$ cat src/bzcd_pkg.sv
/*
  Shared constants, register map and types of the back-EMF zero-crossing and
  demagnetization detector.
  Assumes a single 20 MHz clock and a plain address/strobe register port.
*/
package bzcd_pkg;

  // clock and window timing
  localparam int CLK_PERIOD_NS      = 50;
  localparam int WIN_SHORT_STEP_NS  = 5000;
  localparam int WIN_LONG_STEP_NS   = 20000;
  localparam int WIN_SHORT_STEP_CYC = (WIN_SHORT_STEP_NS + CLK_PERIOD_NS - 1) / CLK_PERIOD_NS;
  localparam int WIN_LONG_STEP_CYC  = (WIN_LONG_STEP_NS + CLK_PERIOD_NS - 1) / CLK_PERIOD_NS;
  localparam int WIN_SHORT_CODES    = 8;
  localparam int WIN_CNT_W          = 12;

  // register offsets (byte addresses)
  localparam logic [7:0] REG_CTRL_OFS   = 8'h00;
  localparam logic [7:0] REG_ZCF_OFS    = 8'h04;
  localparam logic [7:0] REG_DMF_OFS    = 8'h08;
  localparam logic [7:0] REG_DVAL_OFS   = 8'h0c;
  localparam logic [7:0] REG_STAT_OFS   = 8'h10;
  localparam logic [7:0] REG_MASK_OFS   = 8'h14;
  localparam logic [7:0] REG_CMD_OFS    = 8'h18;

  // field positions
  localparam int STAT_DEMAG_BIT = 0;
  localparam int STAT_ZC_BIT    = 1;
  localparam int STAT_PHASE_LSB = 4;
  localparam int MASK_DEMAG_BIT = 0;
  localparam int MASK_ZC_BIT    = 1;
  localparam int CMD_COMM_BIT   = 0;

  // reset values
  localparam logic [7:0] CTRL_RST = 8'h00;
  localparam logic [7:0] FILT_RST = 8'h0f;

  typedef struct packed {
    logic [2:0] sample_clock_freq;
    logic       alt_speed_mode_bit;
    logic       comparator_edge_sel;
    logic       zc_polarity_sel;
    logic       sim_demag_enable;
    logic       hw_demag_enable;
  } bzcd_ctrl_s;

  typedef struct packed {
    logic [3:0] event_limit;
    logic [3:0] window_len;
  } bzcd_filt_s;

  typedef enum logic [1:0] {
    PH_WAIT_D = 2'b00,
    PH_WAIT_Z = 2'b01,
    PH_WAIT_C = 2'b10
  } bzcd_phase_e;

  // window length in clock cycles for a 4-bit window code
  function automatic logic [WIN_CNT_W-1:0] bzcd_win_cycles(input logic [3:0] code);
    int cyc;
    cyc = 0;
    if (!code[3])
      cyc = (int'(code) + 1) * WIN_SHORT_STEP_CYC;
    else
      cyc = WIN_SHORT_CODES * WIN_SHORT_STEP_CYC + (int'(code) - 7) * WIN_LONG_STEP_CYC;
    return WIN_CNT_W'(cyc);
  endfunction

endpackage

$ cat src/bzcd_sample_div.sv
/*
  Sample-rate divider: one-cycle enable pulse every 2**sel clock cycles.
  Assumes sel is static or changes rarely; a change takes effect at once.
*/
module bzcd_sample_div (
  // clock and reset
  input  wire logic       clock,
  input  wire logic       sys_rst,
  // rate select and tick
  input  wire logic [2:0] sel,
  output logic            tick
);

  typedef struct packed {
    logic [7:0] cnt;
    logic       tick;
  } bzcd_div_s;

  bzcd_div_s  s_r;
  bzcd_div_s  s_nxt;
  logic [8:0] span;

  always_comb
  begin
    s_nxt = s_r;
    span  = (9'h001 << sel) - 9'h001;
    if (s_r.cnt >= span[7:0])
    begin
      s_nxt.cnt  = 8'h00;
      s_nxt.tick = 1'b1;
    end
    else
    begin
      s_nxt.cnt  = s_r.cnt + 8'h01;
      s_nxt.tick = 1'b0;
    end
  end

  always_ff @(posedge clock)
  begin
    if (sys_rst)
      s_r <= '0;
    else
      s_r <= s_nxt;
  end

  assign tick = s_r.tick;

endmodule // bzcd_sample_div

$ cat src/bzcd_event_filter.sv
/*
  Blanking window followed by a consecutive-event counter; used for both
  the demagnetization and the zero-crossing detector.
  Assumes match/edge_ok are evaluated in the cycle of sample_en.
*/
module bzcd_event_filter (
  // clock and reset
  input  wire logic       clock,
  input  wire logic       sys_rst,
  // control
  input  wire logic       restart,
  input  wire logic       arm,
  input  wire logic       no_window,
  input  wire logic [3:0] window_len,
  input  wire logic [3:0] event_limit,
  // samples
  input  wire logic       sample_en,
  input  wire logic       match,
  input  wire logic       edge_ok,
  // result
  output logic            fired
);

  typedef struct packed {
    logic [bzcd_pkg::WIN_CNT_W-1:0] win_cnt;
    logic [3:0]                     hits;
    logic                           fired;
  } bzcd_flt_s;

  bzcd_flt_s s_r;
  bzcd_flt_s s_nxt;

  always_comb
  begin
    s_nxt       = s_r;
    s_nxt.fired = 1'b0;
    if (restart)
    begin
      // alternate mode has no blanking at all
      s_nxt.win_cnt = no_window ? '0 : bzcd_pkg::bzcd_win_cycles(window_len);
      s_nxt.hits    = 4'h0;
    end
    else if (s_r.win_cnt != '0)
      s_nxt.win_cnt = s_r.win_cnt - 1'b1;
    else if (arm && sample_en)
    begin
      // first hit must follow an opposite sample, later ones only hold the level
      if (match && (s_r.hits != 4'h0 || edge_ok))
      begin
        if (s_r.hits == event_limit)
        begin
          s_nxt.fired = 1'b1;
          s_nxt.hits  = 4'h0;
        end
        else
          s_nxt.hits = s_r.hits + 4'h1;
      end
      else
        s_nxt.hits = 4'h0;
    end
  end

  always_ff @(posedge clock)
  begin
    if (sys_rst)
      s_r <= '0;
    else
      s_r <= s_nxt;
  end

  assign fired = s_r.fired;

endmodule // bzcd_event_filter

$ cat src/bzcd_bemf_detect.sv
/*
  Sensorless back-EMF event detection: demagnetization (hardware and
  simulated) and zero-crossing events with blanking windows, consecutive
  event filters, edge polarity selection, demag timer capture/compare and a
  masked interrupt request from the demag and zero-crossing flags.
  Assumes commutation pulses, the motor timer and the comparator output are
  synchronous to clock; the timer itself lives outside this block.
*/
// Implementation choices: strobed register access and the placing of the registers.

// Functional notes
// blank zero crossing after demag, default 200us
// commutation, hardware or software, restarts blanking
// window codes 5-40us, 60-200us; none alternate
// count consecutive zero crossings up to limit
// limit field encodes count as value plus one
// comparator sampled at selectable divided rate
// simulated zero crossing needs one event only
// two bits select demag and zero-cross polarity
// hardware demag is edge at selected polarity
// demag filter counts consecutive hardware detections
// hardware demag captures timer into value register
// simulated demag when timer equals value register
// both enabled: first demag event wins
// simulated only: compare masks commutation to crossing
// any demag sets flag, masked interrupt request
// after commutation, stale value fires demag immediately
// software handles demag value register carefully
// events follow commutation, demag, crossing order
// demag blanking after commutation, default 200us
// counter restarts on failed sample or commutation
// windows are clock counts, scale with clock
module bzcd_bemf_detect #(
  parameter int TIMER_W = 16
) (
  // clock and reset
  input  wire logic               clock,
  input  wire logic               sys_rst,
  // register port
  input  wire logic [7:0]         reg_addr,
  input  wire logic [15:0]        reg_wdata,
  input  wire logic               reg_wr,
  input  wire logic               reg_rd,
  output logic      [15:0]        reg_rdata,
  // motor side inputs
  input  wire logic               phase_sense_input,
  input  wire logic               comm_hw_evt,
  input  wire logic               zc_sim_evt,
  input  wire logic [TIMER_W-1:0] motor_timer,
  // events and interrupt
  output logic                    demag_evt,
  output logic                    zc_evt,
  output logic                    motor_irq
);

  if (TIMER_W < 4 || TIMER_W > 16)
  begin : g_bad_width
    $error("bzcd_bemf_detect: TIMER_W must lie in 4..16");
  end

  typedef struct packed {
    bzcd_pkg::bzcd_ctrl_s  motor_ctrl_reg_b;
    bzcd_pkg::bzcd_filt_s  zc_filter_reg;
    bzcd_pkg::bzcd_filt_s  demag_filter_reg;
    logic [TIMER_W-1:0]    demag_value_reg;
    logic                  demag_irq_flag;
    logic                  zc_flag;
    logic                  demag_irq_mask;
    logic                  zc_irq_mask;
    bzcd_pkg::bzcd_phase_e phase;
    logic                  sense_prev;
    logic                  comm_check;
    logic [15:0]           rdata;
    logic                  demag_evt;
    logic                  zc_evt;
    logic                  motor_irq;
  } bzcd_top_s;

  bzcd_top_s s_r;
  bzcd_top_s s_nxt;

  logic sample_tick;
  logic d_fired;
  logic z_fired;

  // combinational event terms
  logic c_evt;
  logic sw_comm;
  logic d_level;
  logic z_level;
  logic in_wait_d;
  logic d_hw;
  logic d_sim_check;
  logic d_sim_match;
  logic d_evt;
  logic z_evt_now;
  logic stat_wr;
  logic [15:0] rd_word;

  bzcd_sample_div u_div (
    .clock   (clock),
    .sys_rst (sys_rst),
    .sel     (s_r.motor_ctrl_reg_b.sample_clock_freq),
    .tick    (sample_tick)
  );

  // demag detector: blanking after each commutation
  bzcd_event_filter u_demag_flt (
    .clock       (clock),
    .sys_rst     (sys_rst),
    .restart     (c_evt),
    .arm         (in_wait_d && s_r.motor_ctrl_reg_b.hw_demag_enable),
    .no_window   (s_r.motor_ctrl_reg_b.alt_speed_mode_bit),
    .window_len  (s_r.demag_filter_reg.window_len),
    .event_limit (s_r.demag_filter_reg.event_limit),
    .sample_en   (sample_tick),
    .match       (phase_sense_input == d_level),
    .edge_ok     (s_r.sense_prev != d_level),
    .fired       (d_fired)
  );

  // zero-crossing detector: blanking after each demag and commutation
  bzcd_event_filter u_zc_flt (
    .clock       (clock),
    .sys_rst     (sys_rst),
    .restart     (c_evt || d_evt),
    .arm         (s_r.phase == bzcd_pkg::PH_WAIT_Z),
    .no_window   (s_r.motor_ctrl_reg_b.alt_speed_mode_bit),
    .window_len  (s_r.zc_filter_reg.window_len),
    .event_limit (s_r.zc_filter_reg.event_limit),
    .sample_en   (sample_tick),
    .match       (phase_sense_input == z_level),
    .edge_ok     (s_r.sense_prev != z_level),
    .fired       (z_fired)
  );

  always_comb
  begin
    sw_comm   = reg_wr && (reg_addr == bzcd_pkg::REG_CMD_OFS) && reg_wdata[bzcd_pkg::CMD_COMM_BIT];
    c_evt     = comm_hw_evt || sw_comm;
    // demag level follows the edge bit; crossing is opposite unless inverted
    d_level   = s_r.motor_ctrl_reg_b.comparator_edge_sel;
    z_level   = s_r.motor_ctrl_reg_b.zc_polarity_sel ? d_level : ~d_level;
    in_wait_d = (s_r.phase == bzcd_pkg::PH_WAIT_D);
    d_hw      = d_fired && in_wait_d && s_r.motor_ctrl_reg_b.hw_demag_enable;
    // a stale compare value would never match; it fires once after commutation
    d_sim_check = s_r.comm_check && in_wait_d && s_r.motor_ctrl_reg_b.sim_demag_enable
                  && (s_r.demag_value_reg <= motor_timer);
    d_sim_match = !s_r.comm_check && in_wait_d && s_r.motor_ctrl_reg_b.sim_demag_enable
                  && (s_r.demag_value_reg == motor_timer);
    // first of hardware or simulated demag wins; commutation outranks both
    d_evt     = !c_evt && (d_hw || d_sim_check || d_sim_match);
    z_evt_now = !c_evt && (s_r.phase == bzcd_pkg::PH_WAIT_Z)
                && (z_fired || zc_sim_evt);
    stat_wr   = reg_wr && (reg_addr == bzcd_pkg::REG_STAT_OFS);

    rd_word = 16'h0000;
    unique case (reg_addr)
      bzcd_pkg::REG_CTRL_OFS: rd_word = {8'h00, s_r.motor_ctrl_reg_b};
      bzcd_pkg::REG_ZCF_OFS:  rd_word = {8'h00, s_r.zc_filter_reg};
      bzcd_pkg::REG_DMF_OFS:  rd_word = {8'h00, s_r.demag_filter_reg};
      bzcd_pkg::REG_DVAL_OFS: rd_word = 16'(s_r.demag_value_reg);
      bzcd_pkg::REG_STAT_OFS:
      begin
        rd_word[bzcd_pkg::STAT_DEMAG_BIT]                           = s_r.demag_irq_flag;
        rd_word[bzcd_pkg::STAT_ZC_BIT]                              = s_r.zc_flag;
        rd_word[bzcd_pkg::STAT_PHASE_LSB+1:bzcd_pkg::STAT_PHASE_LSB] = s_r.phase;
      end
      bzcd_pkg::REG_MASK_OFS:
      begin
        rd_word[bzcd_pkg::MASK_DEMAG_BIT] = s_r.demag_irq_mask;
        rd_word[bzcd_pkg::MASK_ZC_BIT]    = s_r.zc_irq_mask;
      end
      default: rd_word = 16'h0000;
    endcase

    s_nxt           = s_r;
    s_nxt.demag_evt = d_evt;
    s_nxt.zc_evt    = z_evt_now;
    s_nxt.rdata     = reg_rd ? rd_word : 16'h0000;

    if (sample_tick)
      s_nxt.sense_prev = phase_sense_input;

    // software writes
    if (reg_wr)
    begin
      unique case (reg_addr)
        bzcd_pkg::REG_CTRL_OFS: s_nxt.motor_ctrl_reg_b = reg_wdata[7:0];
        bzcd_pkg::REG_ZCF_OFS:  s_nxt.zc_filter_reg    = reg_wdata[7:0];
        bzcd_pkg::REG_DMF_OFS:  s_nxt.demag_filter_reg = reg_wdata[7:0];
        bzcd_pkg::REG_DVAL_OFS: s_nxt.demag_value_reg  = reg_wdata[TIMER_W-1:0];
        bzcd_pkg::REG_MASK_OFS:
        begin
          s_nxt.demag_irq_mask = reg_wdata[bzcd_pkg::MASK_DEMAG_BIT];
          s_nxt.zc_irq_mask    = reg_wdata[bzcd_pkg::MASK_ZC_BIT];
        end
        default: s_nxt.rdata = s_nxt.rdata;
      endcase
    end

    // status flags: write one to clear, a same-cycle event keeps the flag set
    if (stat_wr && reg_wdata[bzcd_pkg::STAT_DEMAG_BIT])
      s_nxt.demag_irq_flag = 1'b0;
    if (stat_wr && reg_wdata[bzcd_pkg::STAT_ZC_BIT])
      s_nxt.zc_flag = 1'b0;
    if (d_evt)
      s_nxt.demag_irq_flag = 1'b1;
    if (z_evt_now)
      s_nxt.zc_flag = 1'b1;

    // hardware update of the demag value outranks a software write
    if (d_hw)
      s_nxt.demag_value_reg = motor_timer;
    else if (d_sim_check)
      s_nxt.demag_value_reg = motor_timer;

    // one compare-check cycle right after every commutation
    s_nxt.comm_check = c_evt;

    // event sequencing
    if (c_evt)
      s_nxt.phase = bzcd_pkg::PH_WAIT_D;
    else if (d_evt)
      s_nxt.phase = bzcd_pkg::PH_WAIT_Z;
    else if (z_evt_now)
      s_nxt.phase = bzcd_pkg::PH_WAIT_C;

    s_nxt.motor_irq = (s_nxt.demag_irq_flag && s_nxt.demag_irq_mask)
                      || (s_nxt.zc_flag && s_nxt.zc_irq_mask);
  end

  always_ff @(posedge clock)
  begin
    if (sys_rst)
    begin
      s_r                  <= '0;
      s_r.motor_ctrl_reg_b <= bzcd_pkg::CTRL_RST;
      s_r.zc_filter_reg    <= bzcd_pkg::FILT_RST;
      s_r.demag_filter_reg <= bzcd_pkg::FILT_RST;
      s_r.phase            <= bzcd_pkg::PH_WAIT_C;
    end
    else
      s_r <= s_nxt;
  end

  assign reg_rdata = s_r.rdata;
  assign demag_evt = s_r.demag_evt;
  assign zc_evt    = s_r.zc_evt;
  assign motor_irq = s_r.motor_irq;

endmodule // bzcd_bemf_detect

$ cat config.mk
export PLATFORM = sky130hd
export DESIGN_NAME = bzcd_bemf_detect
export DESIGN_NICKNAME = d
export VERILOG_FILES = /design/src/bzcd_pkg.sv /design/src/bzcd_sample_div.sv /design/src/bzcd_event_filter.sv /design/src/bzcd_bemf_detect.sv
export SDC_FILE = /design/constraint.sdc
export NUM_CORES = 1
export LEC_CHECK = 0
export BUFFER_PORTS_ARGS = -buffer_cell sky130_fd_sc_hd__buf_4
export CAP_MARGIN = 25
export CORE_AREA = 2 2 133 103
export DETAILED_ROUTE_END_ITERATION = 7
export DIE_AREA = 0 0 135 105
export PLACE_DENSITY_LB_ADDON = 0.15
export SLEW_MARGIN = 20
export SYNTH_ARGS = -nofsm -noshare
export SYNTH_HDL_FRONTEND = slang
export SYNTH_SLANG_ARGS = --single-unit
$ cat constraint.sdc
create_clock -name clock -period 7.54 [get_ports clock]
set_input_delay 0.754 -clock clock [delete_from_list [all_inputs] [get_ports clock]]
set_output_delay 0.754 -clock clock [all_outputs]
set_load 0.01 [all_outputs]
Word level (Yosys, flattened, before mapping)
Cells that the tools add are included.

Divide/modulo/power cells: 0. Add/subtract/negate cells: 12. Multipliers: 4. Eq/ne operators: 14. $lt $le $gt $ge: 2. Shifts and indexed selects: 1. Mux-type cells: 39. Bitwise gates (word level): 8. Reduce and logical (&&, ||, !) cells: 57.

Operators with widths (count): 16-bit two-way mux (6); 12-bit two-way mux (6); 32-bit by 6-bit multiplier with 10-bit output (second input constant) (2); 32-bit by 6-bit multiplier with 8-bit output (second input constant) (2); 10-bit case mux with 4 select lines (1); 11-bit by 12-bit adder with 12-bit output (first input constant) (2); 8-bit by 5-bit equality test with 1-bit output (second input constant) (3); 12-bit nonzero test (2); 12-bit by 1-bit subtractor with 12-bit output (second input constant) (2); 1-bit logical AND (23); 5-bit two-way mux (4); 16-bit equality test (1); 8-bit by 4-bit equality test with 1-bit output (second input constant) (2); 16-bit less-or-equal comparator (1); 4-bit two-way mux (4); 2-bit case mux with 6 select lines (1); 2-bit AND reduction (6); 4-bit by 1-bit adder with 5-bit output (second input constant) (2); 1-bit two-way mux (10); 2-bit two-way mux (5); 2-bit case mux with 5 select lines (1); 5-bit OR reduction (2); 4-bit by 3-bit subtractor with 5-bit output (second input constant) (2); 3-bit nonzero test (3); 19 further kinds (44).

Bits in read-only memories: 0. Latch bits: 0. Register bits after elaboration: 110. Bits in writable memories: 0. Memories: 0.

Longest topological paths before layout
Gate-level depths: netlist of the first run.

Depth after elaboration: 10. Mapped depth: 15. Depth with buffers taken out: 14.

Modules after synthesis
From an unflattened synthesis of the first run, not the netlist that was laid out.

Cells, all modules: 844. Area, all modules: 7581.0 sq um.

Modules (own cells, without submodules): bzcd_bemf_detect (area an instance 3407.0 sq um, cells an instance 367, instances 1); bzcd_event_filter at u_demag_flt (area an instance 1775.5 sq um, cells an instance 207, instances 1); bzcd_event_filter at u_zc_flt (area an instance 1770.4 sq um, cells an instance 208, instances 1); bzcd_sample_div (area an instance 628.1 sq um, cells an instance 62, instances 1).

Least setup slack after synthesis of the first run
No wires, ideal clock.

Path kind: flip-flop to flip-flop. Start: register s_r[54] in the netlist's numbering. End: register u_zc_flt.s_r[16] in the netlist's numbering. Path slack: 3.704 ns. Data arrival time: 3.703 ns. Cell stages (with the launch flop): 16. Period minus slack after synthesis: 3.836 ns. Data required time: 7.407 ns. Buffers on the path: 3. Library setup time: 0.133 ns. Cell sequence: dfxtp_1 > clkbuf_1 > clkbuf_1 > buf_1 > xor2_1 > fa_1 > ha_1 > ha_1 > inv_1 > fa_1 > xnor2_1 > xnor2_1 > xnor2_1 > or3_1 > nand4b_1 > a311oi_1.

Word-level cells in the longest chain between the ends: 6. Elaborated cells on any way between the ends: 8.

Ends and longest elaborated chain: from (decl) (line bzcd_bemf_detect.sv:79) `bzcd_top_s s_r;`; from (signal assigned) (line bzcd_bemf_detect.sv:244) `s_r <= s_nxt;`; 4-bit by 3-bit subtractor with 5-bit output (line bzcd_pkg.sv:65) `cyc = WIN_SHORT_CODES * WIN_SHORT_STEP_CYC + (int'(code) - 7) * WIN_LONG_STEP_CYC;`; 32-bit by 6-bit multiplier with 8-bit output (line bzcd_pkg.sv:65); 11-bit by 12-bit adder with 12-bit output (line bzcd_pkg.sv:65); 12-bit two-way mux * (line bzcd_pkg.sv:62) `if (!code[3])`; 12-bit two-way mux * (line bzcd_event_filter.sv:40) `s_nxt.win_cnt = no_window ? '0 : bzcd_pkg::bzcd_win_cycles(window_len);`; 16-bit two-way mux * (line bzcd_event_filter.sv:37) `if (restart)`; to (signal assigned) (line bzcd_event_filter.sv:68) `s_r <= s_nxt;`; to (decl) (line bzcd_event_filter.sv:30) `bzcd_flt_s s_r;`.

Mark *: on every way between the ends. The rest lies on a longest branch, timed or not. A chain may end at the register's enable or synchronous reset.

Worst setup path after layout of the first run
Start: register s_r[51] in the netlist's numbering. End: register u_zc_flt.s_r[16] in the netlist's numbering.

Same word-level chain as after synthesis.

==> results.yml, run 1 <==
outcome:
  run_status: "finished, violations left"
  violations: "design-rule violations"
cells_and_area:
  seq_area_mm2: 0.00220
  finalNetCount: 1034
  fillers: 1074
  final_core_util_pct: 65.2
  layout-drive-gt1-share_pct: 11.5
  multi_input_area_mm2: 0.00488
  syn2layout_area_growth_pct: 9.61
  num_antenna_cells: 0
clock_network:
  cts_tree: "yes"
  cts_buffer_depth: 2
  cts_post_setup_buffers_inserted: 0
  htree_levels: 3
  cts_made_buffers: 9
  clock-sinks: 110
  hold_buffers: 0
  cts_resized: 0
  clkLatencyLatePin_ns: 0.35
  clock-root-buffer: "clkbuf_16"
  clkTransAtPathRegs_ns: 0.07
route:
  detail_route.first_pass.iterations: 8
  first_iter_violations: 533
  routed_wl_um: 19100
  avgRoutedWirePerCell_um: 17.7
  drc: 4
  ant_nets: 0
  viasPerCell: 6.10
  vias: 6570
critical_path:
  cp_top_family: "adder cells"
  path_cells: "ha_1 -> xor2_1 -> fa_1 -> ha_1 -> ha_1 -> inv_1 -> fa_1 -> xnor2_1 -> xnor2_1 -> xnor2_1 -> or3_1 -> nand4b_1 -> a311oi_1"
  cp_max_fo: 14
  crit_type: "reg -> reg"
  startpoint_type: "flip-flop"
  critPathArrivalTime_ns: 4.49
  endpoint_kind: "flip-flop"
  cp.required_ns: 7.79
  worst_path_largest_cell_delay_ns: 0.64
  worst_path_max_delay_cell: "dfxtp_1"
  path_buf_inv: 1
die:
  initial_utilization_pct: 59.4
  io_pins: 66
  coreArea_mm2: 0.0128
  die_h_um: 105
  fp-row-count: 36
  die_area_mm2: 0.0142
  die_w_um: 135
synth:
  synth_top_flop_cell: "dfxtp_1"
  ys_types: 75
  synth_compound_area_share_pct: 18.2
  synth_commonest_cells: "110 x dfxtp_1, 86 x a21oi_1, 80 x ha_1, 65 x nor2_1, 45 x inv_1"
  seq_area_frac_synth_pct: 29.0
  synth.largest_area_cell: "dfxtp_1"
  synth.most_common_cell: "dfxtp_1"
  synth_xor_area_share_pct: 8.06
  syn_area_per_cell_um2: 8.58
  synthCells: 886
  ys_async_sr_fraction_pct: 0
  ys_ff_latch: 110
  ys_top_cells_by_area: "dfxtp_1 29%, ha_1 13%, a21oi_1 5.7%"
  synth-simple-area-share_pct: 18.7
  yosysWarningCount: 0
  synth_edf_count: 0
  netlist_area_mm2: 0.00760
  synthAdderAreaFrac_pct: 14.7
  yosys-mux-area-fraction_pct: 4.41
  synth_top_area_share_pct: 29.0
  syn_nets: 1019
  synth_top_family_by_area: "simple AND/OR/NAND/NOR gates"
sta:
  setup_tns_ns: 0
  rsz0062_at_grt: "false"
  finalHoldViolations: 0
  post-route-period-util_pct: 56.3
  slew_headroom_pct: 36.5
  fmax_mhz: 236
  slew_viol_final: 0
  tightest_slew_ns: 0.951
  setup_viol: 0
  min_period_ns: 4.24
  clock_skew_ns: 0.00847
power_and_ir_drop:
  p_leak_nw: 3.73
  vdd_drop_max_mv: 0.122
  power_mw: 1.30
  power_density_mw_per_mm2: 156
hold_path:
  hold_class: "reg -> reg"
global_route:
  antenna_found_initial: 0
  grt_pass1_vias: 6451
  grt_pass1_wl_um: 31300
  grt.overflow.total: 0
  grtUsageTotal_pct: 27.3
  grt_max_degree: 47
place:
  gp_congestion: 0.885
  port_buffers: 65
  dp_hpwl_um: 14500
job:
  maxCapViolCount: 0
==> routing by layer <==
layer	up-vias	global-route usage (%)	wire [µm]
met5	-	0	0
met4	0	5.80	169
met3	22	4.95	1260
met2	224	45.0	8870
met1	3120	37.3	8750
li1	3204	-	-
==> path summary, 6_finish.rpt <==
kind | startpoint | endpoint | slack, ns | depth (start not counted)
hold reg to reg | u_div.s_r[1] | u_div.s_r[1] | 0.50 | 1
setup reg to reg | s_r[51] | u_zc_flt.s_r[16] | 3.30 | 13
hold / removal | u_div.s_r[1] | u_div.s_r[1] | 0.50 | 1
setup / recovery | s_r[51] | u_zc_flt.s_r[16] | 3.30 | 13
==> state kept, by name, summed over array words and instances (netlist names), 8 cells and up <==
signal / count
u_zc_flt.s_r: 16
u_div.s_r: 8
u_demag_flt.s_r: 16
reg_rdata: 16
s_r: 47
==> area by class of cell <==
| cell class | instances | share of cell area, % |
|---|---|---|
| clock buffers | 12 | 2.96 |
| clock inverters | 4 | 0.931 |
| inverters | 46 | 2.07 |
| multi-input cells | 662 | 58.6 |
| flip-flops and latches | 110 | 26.4 |
| well taps | 171 | 2.57 |
| repair buffers | 72 | 6.48 |
==> worst reg2reg max path, stage by stage, from the launching register on <==
cell	delay, ns
dfxtp_1	0.64
ha_1	0.35
xor2_1	0.56
fa_1	0.52
ha_1	0.31
ha_1	0.28
inv_1	0.05
fa_1	0.42
xnor2_1	0.14
xnor2_1	0.19
xnor2_1	0.16
or3_1	0.13
nand4b_1	0.10
a311oi_1	0.30
==> report_power, final <==
group          total [mW]  switching [mW]  internal [mW]
sequential          0.614          0.0170          0.597
combinational       0.162          0.0895         0.0725
clock               0.521           0.218          0.303
total                1.30           0.325          0.973
==> through the flow <==
stage          worst slack, ns  hold WS (ns)  instance area [µm²]  std cells
2_1_floorplan             3.70         0.438                 7600        886
3_3_place_gp              3.53         0.467                 8010       1061
3_5_place_dp              3.30         0.481                 8010       1061
4_1_cts                   3.28         0.492                 8340       1077
5_1_grt                   2.93         0.515                 8340       1077
6_report                  3.30         0.500                 8340       1077
==> cells by family after synthesis <==
kind of cell    after synthesis
xor+xnor                     70
compound gates              210
other cells                   1
mux                          33
fa+ha+maj                    86
simple gates                262
buf+inv                     114
flops                       110
==> layout by cell type (no fill, tap or decap), types with 5 or more instances in the layout <==
master and instances:
xor2_1 32, clkbuf_16 9, nor2_1 65, fa_1 6, nor3_1 17, or3_1 10, o21ai_0 17, a311oi_1 19
nand2b_1 5, and3_1 23, nor2b_1 10, a211oi_1 7, or4_1 11, a21o_1 9, nor4_1 10, ha_1 80
dfxtp_1 110, nand2_1 42, buf_4 72, xnor2_1 38, nand3_1 28, and2_1 5, a22oi_1 17, a211o_1 9
mux2i_1 29, inv_1 45, a21oi_1 85, nand4_1 8, o21ai_1 5
Power figures use the tool's default switching activity.
==> run 2: changes to the inputs <==
- ABC_AREA: not set -> 1
- CORE_AREA: 2 2 133 103 -> 2 2 132 102
- DIE_AREA: 0 0 135 105 -> 0 0 134 104
- clock period: 7.54 -> 4 ns (I/O delays scaled with it)
==> results.yml, run 2 <==
critical_path:
  endpoint_kind: "flip-flop"
  cp.required_ns: 4.29
  worst_path_max_delay_cell: "fa_1"
  cp_top_family: "adder cells"
  cp_max_fo: 7
  endpoint: "u_zc_flt.s_r[16]"
  path_buf_inv: 2
  startpoint_type: "flip-flop"
  crit_type: "reg -> reg"
  path_depth: 17
  critPathArrivalTime_ns: 4.04
  r2r-start: "s_r[52]"
  path_cells: "ha_1 -> nand2_1 -> inv_1 -> nor2_1 -> fa_1 -> ha_1 -> ha_1 -> inv_1 -> fa_1 -> xnor2_1 -> xnor2_1 -> or2_2 -> nand2_1 -> nand3_1 -> nand3_1 -> nand2_1 -> a21oi_2"
  worst_path_largest_cell_delay_ns: 0.48
  worstReg2RegEnd: "u_zc_flt.s_r[16]"
  ff2ff_setup_slack_ns: 0.25
  r2r_cells: 17
  worstSetupStartpoint: "s_r[52]"
global_route:
  grt_pass1_wl_um: 30900
  grt_pass1_vias: 6243
  grt_max_degree: 51
  antenna_found_initial: 0
  grt.overflow.total: 0
  grtUsageTotal_pct: 27.5
clock_network:
  cts_buffer_depth: 2
  clock-sinks: 110
  clock-root-buffer: "clkbuf_16"
  cts_tree: "yes"
  htree_levels: 3
  cts_post_setup_buffers_inserted: 0
  cts_made_buffers: 9
  hold_buffers: 0
  cts_resized: 0
  clkLatencyLatePin_ns: 0.36
  clkTransAtPathRegs_ns: 0.07
route:
  drc: 0
  ant_nets: 0
  first_iter_violations: 550
  viasPerCell: 5.44
  routed_wl_um: 18500
  avgRoutedWirePerCell_um: 14.9
  detail_route.first_pass.iterations: 5
  vias: 6775
place:
  port_buffers: 65
  post-place-ws_ns: 0.309
  placed_cells: 1230
  placed_area_mm2: 0.00797
  dp_hpwl_um: 14000
  gp_congestion: 0.943
synth:
  synth.largest_area_cell: "dfxtp_1"
  yosysWarningCount: 0
  syn_nets: 1162
  seq_area_frac_synth_pct: 29.5
  netlist_area_mm2: 0.00746
  synthCells: 1029
  synth_commonest_cells: "172 x nand2_1, 134 x inv_1, 116 x nor2_1, 110 x dfxtp_1, 80 x ha_1"
  ys_async_sr_fraction_pct: 0
  ys_ff_latch: 110
  synth_edf_count: 0
  synth_top_flop_cell: "dfxtp_1"
  synth_top_area_share_pct: 29.5
  syn_area_per_cell_um2: 7.25
  ys_top_cells_by_area: "dfxtp_1 30%, ha_1 13%, nand2_1 8.6%"
  ys_types: 57
  synth.most_common_cell: "nand2_1"
sta:
  tightest_slew_ns: 0.815
  slew_headroom_pct: 45.6
  setup_viol: 0
  post-route-period-util_pct: 93.7
  finalHoldViolations: 0
  hold_ws_ns: 0.277
  min_period_ns: 3.75
  rsz0062_at_grt: "false"
  clock_skew_ns: 0.0100
  setup_tns_ns: 0
  slew_viol_final: 0
  fin_ws_ns: 0.250
  fmax_mhz: 267
die:
  die_area_mm2: 0.0139
  die_h_um: 104
  io_pins: 66
  fp-row-count: 36
  die_w_um: 134
  coreArea_mm2: 0.0127
  initial_utilization_pct: 59.0
cells_and_area:
  num_antenna_cells: 0
  largest_reg_flops: 47
  mostFrequentLayoutCell: "nand2_1"
  regMostFlops: "s_r"
  finalNetCount: 1203
  final_core_util_pct: 65.6
  fillers: 1146
  final_area_mm2: 0.00830
  layout_common_cells: "172 x nand2_1, 134 x inv_1, 116 x nor2_1"
  layout-drive-gt1-share_pct: 11.2
  syn2layout_area_growth_pct: 11.2
  fin_cells: 1246
power_and_ir_drop:
  power_density_mw_per_mm2: 297
  combPwrFrac_pct: 12.3
  power_mw: 2.47
  vdd_drop_max_mv: 0.227
  p_int_mw: 1.82
  switching_share_pct: 26.2
  power_frac_seq_pct: 46.8
  p_leak_nw: 4.09
  p_sw_mw: 0.646
  p_clk_share_pct: 40.9
hold_path:
  hold_class: "in -> reg"
outcome:
  run_status: "finished, final reports clean"
job:
  maxCapViolCount: 0
## run 2: per-layer routing
layer  up-vias  routed length [µm]  global-route usage, %
li1       3456                   -                      -
met1      3030                9100                   41.5
met2       259                7560                   38.7
met3        30                1510                   5.70
met4         0                 372                   8.74
met5         -                   0                      0
## run 2: cell type report
| type | count | area [µm²] | share of cell area, % |
|---|---|---|---|
| multi-input cells | 740 | 4510 | 54.3 |
| flip-flops and latches | 110 | 2200 | 26.5 |
| inverters | 140 | 527 | 6.35 |
| repair buffers | 69 | 518 | 6.24 |
| clock buffers | 11 | 243 | 2.92 |
| well taps | 171 | 214 | 2.58 |
| clock inverters | 5 | 88.8 | 1.07 |
## run 2: worst min path at each step
stage,from,to,slack [ns],depth (start not counted)
floorplan,s_r[37],reg_rdata[10],0.44,2
global placement,s_r[39],reg_rdata[12],0.45,2
detailed placement,s_r[42],reg_rdata[15],0.46,2
CTS,motor_timer[0],s_r[27],0.28,3
global route,motor_timer[13],s_r[40],0.31,3
finish,motor_timer[0],s_r[27],0.28,3
## run 2: worst register-to-register path, stage by stage (launching register included)
cell and delay (ns):
dfxtp_1 0.38, ha_1 0.22, nand2_1 0.09, inv_1 0.07
nor2_1 0.38, fa_1 0.49, ha_1 0.31, ha_1 0.29
inv_1 0.06, fa_1 0.42, xnor2_1 0.15, xnor2_1 0.13
or2_2 0.29, nand2_1 0.07, nand3_1 0.07, nand3_1 0.09
nand2_1 0.08, a21oi_2 0.12
## run 2: cell families after synthesis
family,share of synthesized area [%]
DFF,29.5
and+or+nand+nor,23.2
adders and majority gates,15.0
buffers and inverters,10.1
other,0.0502
AOI/OAI and AO/OA,15.9
xor gates and xnor gates,5.28
muxes,0.905
## run 2: power by group through the flow
stage	logic (mW)	registers, mW	clock network [mW]
3_5_place_dp	0.299	1.18	0
3_3_place_gp	0.295	1.18	0
2_1_floorplan	0.209	1.17	0
4_1_cts	0.301	1.15	1.03
6_report	0.304	1.15	1.01
5_1_grt	0.344	1.16	1.07
